`src/atdu_defs.vh`:
```
// constants for the adc trigger delay unit: register map, fields, codes
// assumes inclusion by bare name from the unit's design files
`ifndef ATDU_DEFS_VH
`define ATDU_DEFS_VH

// ----------------------------------------------------------------
// register byte offsets
// ----------------------------------------------------------------
`define ATDU_OFS_CONTROL   5'h00
`define ATDU_OFS_CYCLE_A   5'h04
`define ATDU_OFS_CYCLE_B   5'h08
`define ATDU_OFS_BUFFER_A  5'h0c
`define ATDU_OFS_BUFFER_B  5'h10
`define ATDU_OFS_MONITOR0  5'h14
`define ATDU_OFS_MONITOR1  5'h18
`define ATDU_OFS_STATUS    5'h1c

// ----------------------------------------------------------------
// control register fields and reset values
// ----------------------------------------------------------------
`define ATDU_CTL_UP_A      0
`define ATDU_CTL_DOWN_A    1
`define ATDU_CTL_UP_B      2
`define ATDU_CTL_DOWN_B    3
`define ATDU_CTL_TT_LO     6
`define ATDU_CTL_TT_HI     7
`define ATDU_CTL_RESET     8'h00
`define ATDU_CYCLE_RESET   16'h0000
`define ATDU_ZERO_VALUE    16'h0000

// ----------------------------------------------------------------
// transfer timing codes
// ----------------------------------------------------------------
`define ATDU_TT_NONE       2'h0
`define ATDU_TT_CREST      2'h1
`define ATDU_TT_TROUGH     2'h2
`define ATDU_TT_BOTH       2'h3

// ----------------------------------------------------------------
// timer operating modes
// ----------------------------------------------------------------
`define ATDU_MODE_NORMAL   2'h0
`define ATDU_MODE_PWM1     2'h1
`define ATDU_MODE_RSYNC    2'h2
`define ATDU_MODE_COMPL    2'h3

// ----------------------------------------------------------------
// monitor select register fields and source codes
// ----------------------------------------------------------------
`define ATDU_MON_SEL_HI    4
`define ATDU_MON_EN        7
`define ATDU_MON_RESET     8'h00
`define ATDU_SRC_TRIG_A    5'h09
`define ATDU_SRC_TRIG_B    5'h0a
`define ATDU_SRC_TRIG_AB   5'h0c

`endif

```
`src/atdu_monitor.v`:
```
// frame synchronous monitor pin driver for one monitor output
// assumes trigger pulses and cycle end come from logic on clk_sys_in
`timescale 1ns/1ps
`default_nettype none
`include "atdu_defs.vh"

module atdu_monitor (
   input  wire       clk_sys_in,
   input  wire       rst_n_in,
   input  wire       ce_in,
   input  wire [4:0] source_sel_in,
   input  wire       out_enable_in,
   input  wire       trigger_a_in,
   input  wire       trigger_b_in,
   input  wire       cycle_end_in,
   output reg        frame_sync_pin_out,
   output reg        frame_sync_oe_n_out
);

   // ----------------------------------------------------------------
   // source selection
   // ----------------------------------------------------------------
   reg selected;
   reg known;

   // unknown codes select nothing and leave the pin undriven
   always @* begin
      known = 1'b1;
      if (source_sel_in == `ATDU_SRC_TRIG_A) begin
         selected = trigger_a_in;
      end else if (source_sel_in == `ATDU_SRC_TRIG_B) begin
         selected = trigger_b_in;
      end else if (source_sel_in == `ATDU_SRC_TRIG_AB) begin
         selected = trigger_a_in | trigger_b_in;
      end else begin
         selected = 1'b0;
         known    = 1'b0;
      end
   end

   // ----------------------------------------------------------------
   // pulse: rise on trigger, fall at end of the counter cycle
   // ----------------------------------------------------------------
   // a trigger in the cycle-end cycle wins so no pulse is lost
   always @(posedge clk_sys_in) begin
      if (!rst_n_in) begin
         frame_sync_pin_out  <= 1'b0;
         frame_sync_oe_n_out <= 1'b1;
      end else if (ce_in) begin
         frame_sync_oe_n_out <= ~(out_enable_in & known);
         if (!(out_enable_in & known)) begin
            frame_sync_pin_out <= 1'b0;
         end else if (selected) begin
            frame_sync_pin_out <= 1'b1;
         end else if (cycle_end_in) begin
            frame_sync_pin_out <= 1'b0;
         end
      end
   end

endmodule
`default_nettype wire

```
`src/atdu_trigger_unit.v`:
```
// adc trigger delay unit: compare based delayed conversion start triggers
// assumes counter, direction and timing strobes come from the timer
// channel on clk_sys_in; registers over avalon-mm with waitrequest
`timescale 1ns/1ps
`default_nettype none
`include "atdu_defs.vh"

module atdu_trigger_unit (
   input  wire        clk_sys_in,
   input  wire        rst_n_in,
   input  wire        ce_in,
   // avalon-mm slave
   input  wire [4:0]  avs_address_in,
   input  wire        avs_read_in,
   input  wire        avs_write_in,
   input  wire [31:0] avs_writedata_in,
   input  wire [3:0]  avs_byteenable_in,
   output reg  [31:0] avs_readdata_out,
   output reg         avs_waitrequest_out,
   // timer channel
   input  wire [15:0] channel_counter_in,
   input  wire        count_down_in,
   input  wire [1:0]  timer_mode_in,
   input  wire        crest_in,
   input  wire        trough_in,
   input  wire        general_reg_a_match_in,
   input  wire        duty_reg_d_rewrite_in,
   input  wire [15:0] offset_cycle_value_in,
   input  wire        cycle_end_in,
   // converter and pins
   output reg         trigger_a_out,
   output reg         trigger_b_out,
   output reg         trigger_a_or_b_out,
   output wire        frame_sync_pin0_out,
   output wire        frame_sync_oe0_n_out,
   output wire        frame_sync_pin1_out,
   output wire        frame_sync_oe1_n_out
);

   // ----------------------------------------------------------------
   // functions
   // ----------------------------------------------------------------
   // byte-lane merge for 16-bit registers
   function [15:0] merge16;
      input [15:0] old_val;
      input [31:0] wdata;
      input [3:0]  be;
      begin
         merge16[7:0]  = be[0] ? wdata[7:0]  : old_val[7:0];
         merge16[15:8] = be[1] ? wdata[15:8] : old_val[15:8];
      end
   endfunction

   // enabled compare match for one trigger
   function match_hit;
      input [15:0] counter;
      input [15:0] cycle;
      input        down;
      input        up_en;
      input        down_en;
      input        blocked;
      begin
         match_hit = (counter == cycle) && !blocked &&
                     (down ? down_en : up_en);
      end
   endfunction

   // ----------------------------------------------------------------
   // registers
   // ----------------------------------------------------------------
   reg  [7:0]  trig_control;
   reg  [15:0] trig_cycle_a;
   reg  [15:0] trig_cycle_b;
   reg  [15:0] trig_cycle_a_buffer;
   reg  [15:0] trig_cycle_b_buffer;
   reg  [7:0]  monitor_select_reg0;
   reg  [7:0]  monitor_select_reg1;
   reg         skip_a;
   reg         skip_b;

   wire        access    = avs_read_in | avs_write_in;
   wire        commit_wr = avs_write_in & ~avs_waitrequest_out;
   wire        compl     = (timer_mode_in == `ATDU_MODE_COMPL);
   wire [1:0]  tt_sel    = trig_control[`ATDU_CTL_TT_HI:`ATDU_CTL_TT_LO];

   // down enables only honoured in complementary mode
   wire        down_en_a = trig_control[`ATDU_CTL_DOWN_A] & compl;
   wire        down_en_b = trig_control[`ATDU_CTL_DOWN_B] & compl;

   // ----------------------------------------------------------------
   // transfer timing decode
   // ----------------------------------------------------------------
   reg xfer;
   reg xfer_trough;
   reg xfer_crest;

   always @* begin
      xfer_crest  = 1'b0;
      xfer_trough = 1'b0;
      xfer        = 1'b0;
      if (compl) begin
         xfer_crest  = crest_in &
                       (tt_sel == `ATDU_TT_CREST ||
                        tt_sel == `ATDU_TT_BOTH);
         xfer_trough = trough_in &
                       (tt_sel == `ATDU_TT_TROUGH ||
                        tt_sel == `ATDU_TT_BOTH);
         xfer = xfer_crest | xfer_trough | duty_reg_d_rewrite_in;
      end else begin
         // codes 10 and 11 are prohibited here and give no transfer
         xfer = general_reg_a_match_in &
                (tt_sel == `ATDU_TT_CREST);
      end
   end

   // ----------------------------------------------------------------
   // bus handshake: one wait cycle, then the access completes
   // ----------------------------------------------------------------
   always @(posedge clk_sys_in) begin
      if (!rst_n_in) begin
         avs_waitrequest_out <= 1'b1;
         avs_readdata_out    <= 32'h00000000;
      end else if (ce_in) begin
         avs_waitrequest_out <= ~(access & avs_waitrequest_out);
         // read data sampled in the wait cycle, stable at completion
         if (avs_address_in == `ATDU_OFS_CONTROL) begin
            avs_readdata_out <= {24'h000000, trig_control};
         end else if (avs_address_in == `ATDU_OFS_CYCLE_A) begin
            avs_readdata_out <= {16'h0000, trig_cycle_a};
         end else if (avs_address_in == `ATDU_OFS_CYCLE_B) begin
            avs_readdata_out <= {16'h0000, trig_cycle_b};
         end else if (avs_address_in == `ATDU_OFS_BUFFER_A) begin
            avs_readdata_out <= {16'h0000, trig_cycle_a_buffer};
         end else if (avs_address_in == `ATDU_OFS_BUFFER_B) begin
            avs_readdata_out <= {16'h0000, trig_cycle_b_buffer};
         end else if (avs_address_in == `ATDU_OFS_MONITOR0) begin
            avs_readdata_out <= {24'h000000, monitor_select_reg0};
         end else if (avs_address_in == `ATDU_OFS_MONITOR1) begin
            avs_readdata_out <= {24'h000000, monitor_select_reg1};
         end else if (avs_address_in == `ATDU_OFS_STATUS) begin
            avs_readdata_out <= {28'h0000000, skip_b, skip_a,
                                 count_down_in, compl};
         end else begin
            avs_readdata_out <= 32'h00000000;
         end
      end
   end

   // ----------------------------------------------------------------
   // software registers (active cycle registers are read only)
   // ----------------------------------------------------------------
   always @(posedge clk_sys_in) begin
      if (!rst_n_in) begin
         trig_control        <= `ATDU_CTL_RESET;
         trig_cycle_a_buffer <= `ATDU_CYCLE_RESET;
         trig_cycle_b_buffer <= `ATDU_CYCLE_RESET;
         monitor_select_reg0 <= `ATDU_MON_RESET;
         monitor_select_reg1 <= `ATDU_MON_RESET;
      end else if (ce_in && commit_wr && avs_byteenable_in[0]) begin
         if (avs_address_in == `ATDU_OFS_CONTROL) begin
            trig_control <= avs_writedata_in[7:0];
         end else if (avs_address_in == `ATDU_OFS_MONITOR0) begin
            monitor_select_reg0 <= avs_writedata_in[7:0];
         end else if (avs_address_in == `ATDU_OFS_MONITOR1) begin
            monitor_select_reg1 <= avs_writedata_in[7:0];
         end else if (avs_address_in == `ATDU_OFS_BUFFER_A) begin
            trig_cycle_a_buffer <= merge16(trig_cycle_a_buffer,
                                   avs_writedata_in, avs_byteenable_in);
         end else if (avs_address_in == `ATDU_OFS_BUFFER_B) begin
            trig_cycle_b_buffer <= merge16(trig_cycle_b_buffer,
                                   avs_writedata_in, avs_byteenable_in);
         end
      end else if (ce_in && commit_wr && avs_byteenable_in[1]) begin
         // upper-lane-only writes reach only the 16-bit buffers
         if (avs_address_in == `ATDU_OFS_BUFFER_A) begin
            trig_cycle_a_buffer <= merge16(trig_cycle_a_buffer,
                                   avs_writedata_in, avs_byteenable_in);
         end else if (avs_address_in == `ATDU_OFS_BUFFER_B) begin
            trig_cycle_b_buffer <= merge16(trig_cycle_b_buffer,
                                   avs_writedata_in, avs_byteenable_in);
         end
      end
   end

   // ----------------------------------------------------------------
   // buffer transfer and post-transfer suppression
   // ----------------------------------------------------------------
   // a trough copy of zero would match at the trough itself and fire
   // once on the way up; a crest copy of the offset value likewise on
   // the way down. both are masked until the opposite turning point.
   always @(posedge clk_sys_in) begin
      if (!rst_n_in) begin
         trig_cycle_a <= `ATDU_CYCLE_RESET;
         trig_cycle_b <= `ATDU_CYCLE_RESET;
         skip_a       <= 1'b0;
         skip_b       <= 1'b0;
      end else if (ce_in) begin
         if (xfer) begin
            trig_cycle_a <= trig_cycle_a_buffer;
            trig_cycle_b <= trig_cycle_b_buffer;
         end
         if (xfer_trough) begin
            skip_a <= (trig_cycle_a_buffer == `ATDU_ZERO_VALUE);
            skip_b <= (trig_cycle_b_buffer == `ATDU_ZERO_VALUE);
         end else if (xfer_crest) begin
            skip_a <= (trig_cycle_a_buffer == offset_cycle_value_in);
            skip_b <= (trig_cycle_b_buffer == offset_cycle_value_in);
         end else if (crest_in | trough_in | ~compl) begin
            skip_a <= 1'b0;
            skip_b <= 1'b0;
         end
      end
   end

   // ----------------------------------------------------------------
   // trigger generation
   // ----------------------------------------------------------------
   reg hit_a;
   reg hit_b;

   always @* begin
      hit_a = match_hit(channel_counter_in, trig_cycle_a, count_down_in,
                        trig_control[`ATDU_CTL_UP_A], down_en_a,
                        skip_a);
      hit_b = match_hit(channel_counter_in, trig_cycle_b, count_down_in,
                        trig_control[`ATDU_CTL_UP_B], down_en_b,
                        skip_b);
   end

   // registered so each match gives exactly one clock of trigger;
   // a counter holding on the match value keeps it high, by design
   always @(posedge clk_sys_in) begin
      if (!rst_n_in) begin
         trigger_a_out      <= 1'b0;
         trigger_b_out      <= 1'b0;
         trigger_a_or_b_out <= 1'b0;
      end else if (ce_in) begin
         trigger_a_out      <= hit_a;
         trigger_b_out      <= hit_b;
         trigger_a_or_b_out <= hit_a | hit_b;
      end
   end

   // ----------------------------------------------------------------
   // monitor pins
   // ----------------------------------------------------------------
   atdu_monitor u_mon0 (
      .clk_sys_in          (clk_sys_in),
      .rst_n_in            (rst_n_in),
      .ce_in               (ce_in),
      .source_sel_in       (monitor_select_reg0[`ATDU_MON_SEL_HI:0]),
      .out_enable_in       (monitor_select_reg0[`ATDU_MON_EN]),
      .trigger_a_in        (trigger_a_out),
      .trigger_b_in        (trigger_b_out),
      .cycle_end_in        (cycle_end_in),
      .frame_sync_pin_out  (frame_sync_pin0_out),
      .frame_sync_oe_n_out (frame_sync_oe0_n_out)
   );

   atdu_monitor u_mon1 (
      .clk_sys_in          (clk_sys_in),
      .rst_n_in            (rst_n_in),
      .ce_in               (ce_in),
      .source_sel_in       (monitor_select_reg1[`ATDU_MON_SEL_HI:0]),
      .out_enable_in       (monitor_select_reg1[`ATDU_MON_EN]),
      .trigger_a_in        (trigger_a_out),
      .trigger_b_in        (trigger_b_out),
      .cycle_end_in        (cycle_end_in),
      .frame_sync_pin_out  (frame_sync_pin1_out),
      .frame_sync_oe_n_out (frame_sync_oe1_n_out)
   );

endmodule
`default_nettype wire

```
`config.mk`:
```
export PLATFORM = sky130hd
export DESIGN_NAME = atdu_trigger_unit
export DESIGN_NICKNAME = d
export VERILOG_FILES = /design/src/atdu_monitor.v /design/src/atdu_trigger_unit.v
export VERILOG_INCLUDE_DIRS = /design/src
export SDC_FILE = /design/constraint.sdc
export NUM_CORES = 1
export LEC_CHECK = 0
export ABC_AREA = 0
export BUFFER_PORTS_ARGS = -buffer_cell sky130_fd_sc_hd__buf_2
export CORE_ASPECT_RATIO = 0.7
export CORE_UTILIZATION = 45
export DETAILED_ROUTE_END_ITERATION = 10
export PLACE_DENSITY = 0.68
export SYNTH_ARGS = -nofsm -noshare
export SYNTH_HDL_FRONTEND = slang
export SYNTH_SLANG_ARGS = --single-unit
export TNS_END_PERCENT = 30
```
`constraint.sdc`:
```
create_clock -name clk_sys_in -period 3.9 [get_ports clk_sys_in]
set_clock_uncertainty 0.05 [all_clocks]
set_input_delay 0.39 -clock clk_sys_in [delete_from_list [all_inputs] [get_ports clk_sys_in]]
set_output_delay 0.39 -clock clk_sys_in [all_outputs]
set_load 0.05 [all_outputs]
```
==> flow_metrics.tcl <==
set metrics [dict create \
    cts_resized 0 \
    clockPowerShare_pct 51.5 \
    cp-start-kind "primary input" \
    crit_required_ps 4120 \
    relSlewSlack_pct 21.9 \
    pre_cts_slack_ps 1210 \
    routed_wl_um 19800 \
    syn_inst 716 \
    p_per_area_nw_per_um2 422 \
    finalMaxSlewViolations 0 \
    wire_per_inst_um 20.5 \
    yosys.area.top_type "dfxtp_1" \
    die_x_um 140 \
    htree_levels 4 \
    met1_usage_pct 43.5 \
    placed_cells 937 \
    rsz0062_at_grt "false" \
    cts.sinks 114 \
    max_stage_delay_ps 560 \
    cts_hold_buf 0 \
    slowest_stage "and3_1" \
    fin_ws_ps 1570 \
    switching_share_pct 24.2 \
    synth-warning-count 0 \
    synth_cell_type_count 62 \
    firstDrtPassIters 5 \
    gr-max-usage-layer "met1" \
    drive_above_1_share_pct 18.4 \
    use_met2_pct 40.5 \
    p_switching_uw 714 \
    dp_hpwl_um 14400 \
    cts_buffer_depth 2 \
    p_int_mw 2.24 \
    grt_pass1_wl_um 30000 \
    place_congestion 0.942 \
    cts.reportedPaths.clkPinSlew_ps 50 \
    die_area_um2 13700 \
    crit_chain "buf_2 -> nand2_1 -> nor2_1 -> and3_1 -> mux2i_1 -> nor2_1" \
    dr_total_vias 5731 \
    grt_usage_pct 29.4 \
    cap_viol_max_count 0 \
    grt_pass1_vias 5249 \
    path_class "in -> reg" \
    chipHeight_um 98.3 \
    pwr-share-comb_pct 8.6 \
    synth_seq_area_share_pct 38.3 \
    rows 34 \
    vias_per_cell 5.93 \
    syn_avg_cell_area_um2 8.32 \
    outcome "finished clean" \
    fin_nets 880 \
    layout_common_cells "114 x dfxtp_1, 113 x nand2_1, 91 x buf_2" \
    grt_util_met3_pct 8.63 \
    synthArstFlopShare_pct 0 \
    cts_made_buffers 17 \
    fin_cells 966 \
    path_buf_inv 1 \
    synthesis.area_um2 5960 \
    hold_viol 0 \
    synth_edf_count 0 \
    setup_tns_ps 0 \
    ys_seq_elements 114 \
    cts_root_buffer "clkbuf_16" \
    cp-end-kind "flip-flop" \
    crit_arrival_ps 2550 \
    portBuffers 91 \
    post_cts_buffers 0 \
    worstSkewPairLatency_ps 410 \
    route.detailed.drc 0 \
    gr-total-overflow 0 \
    setup_violations 0 \
    ioPinCount 126 \
    ys.flop_type "dfxtp_1" \
    clock.fmax_mhz 430 \
    hold_class "in -> reg" \
    placed_cell_area_um2 6420 \
    finalCritPeriodShare_pct 59.7 \
    area_growth_pct 17.4 \
    antenna_found_initial 0 \
    cts_tree "yes" \
    synth.area.top_cells "dfxtp_1 38%, nand2_1 7.1%, mux2i_1 6.9%" \
    start_util_pct 47.0 \
    min_period_ps 2330 \
    synth_top_area_share_pct 38.3 \
    drt_iter0_markers 769 \
    design_area_um2 6990 \
    cpLargestDelayFamily "simple AND/OR/NAND/NOR gates" \
    grt_max_degree 51 \
    path_common_cell "nor2_1" \
    final_common_cell "dfxtp_1" \
    worst_pin_slew_ps 1170 \
    peakVddDrop_uv 294 \
    diodes 0 \
    leakagePower_nw 2.81 \
    fp.coreArea_um2 12700 \
    crit_fanout 32 \
    antenna_left 0 \
    p_seq_share_pct 39.8 \
]
==> layer usage <==
metal / up-vias / routed length [um]
met5: - / 0
met3: 35 / 2660
li1: 2634 / -
met4: 0 / 323
met2: 374 / 7900
met1: 2688 / 8960
==> final cells by class <==
| cell class | instances | area (um2) |
|---|---|---|
| timing repair buffer | 96 | 493 |
| inverter | 9 | 33.8 |
| sequential | 114 | 2280 |
| tap | 162 | 203 |
| multi-input combinational | 556 | 3410 |
| fill | 1175 | 5680 |
| clock inverter | 6 | 80.1 |
| clock buffer | 23 | 488 |
==> worst register-to-register path, cell delays in order, from the launching register on <==
cell,delay (ps)
dfxtp_1,470
nand2_1,120
nand2_1,150
o311a_1,960
nand2_1,200
a21oi_1,160
==> flip-flops by register name, indices dropped and copies added (netlist names), 8 cells and up <==
| signal | cells |
|---|---|
| avs_readdata_out | 16 |
| match_hit.cycle | 16 |
| trig_cycle_a | 16 |
| trig_cycle_a_buffer | 16 |
| trig_cycle_b_buffer | 16 |
| monitor_select_reg0 | 8 |
| monitor_select_reg1 | 8 |
| trig_control | 8 |
==> final timing paths <==
kind                         from                       to  slack [ps]  cells past startpoint
max             avs_address_in[2]  trig_cycle_a_buffer[13]        1570                      6
min          avs_writedata_in[14]  trig_cycle_b_buffer[14]         180                      3
max reg2reg       trig_control[6]          trig_cycle_a[3]        1720                      5
min reg2reg  avs_readdata_out[12]     avs_readdata_out[12]         390                      2
==> power by group through the flow <==
stage / Combinational (mW) / Sequential (mW) / Clock [mW]
finish: 0.254 / 1.18 / 1.52
global route: 0.269 / 1.17 / 1.58
CTS: 0.248 / 1.18 / 1.52
detailed placement: 0.247 / 1.20 / 0
global placement: 0.243 / 1.20 / 0
floorplan: 0.158 / 1.21 / 0
==> logic make-up (layout without fill, tap and decap cells) <==
kind of cell | count (synthesis) | count (layout) | synth area share, %
compound gates | 157 | 157 | 16.2
simple gates | 266 | 266 | 20.9
other cells | 1 | 16 | 0.0630
mux | 51 | 51 | 9.35
flops | 114 | 114 | 38.3
buf+inv | 61 | 134 | 5.50
xor+xnor | 66 | 66 | 9.70
==> cell usage after synthesis (all sizes together), types with 9 or more instances <==
cell type  instances
nand3             25
xor2              34
buf               30
o21ai             38
nor4              17
nand4              9
nor2b              9
xnor2             32
dfxtp            114
a21oi             72
nand2            115
mux2i             41
nor2              66
clkbuf            22
==> through the flow <==
stage | hold slack (ps) | power (mW) | util, %
6_report | 182 | 2.95 | 55.2
4_1_cts | 178 | 2.94 | 55.2
2_1_floorplan | 382 | 1.37 | -
3_3_place_gp | 385 | 1.44 | 50.7
3_5_place_dp | 390 | 1.45 | 50.7
5_1_grt | 188 | 3.03 | 55.2
No activity file was read; power rests on OpenSTA's default activity.
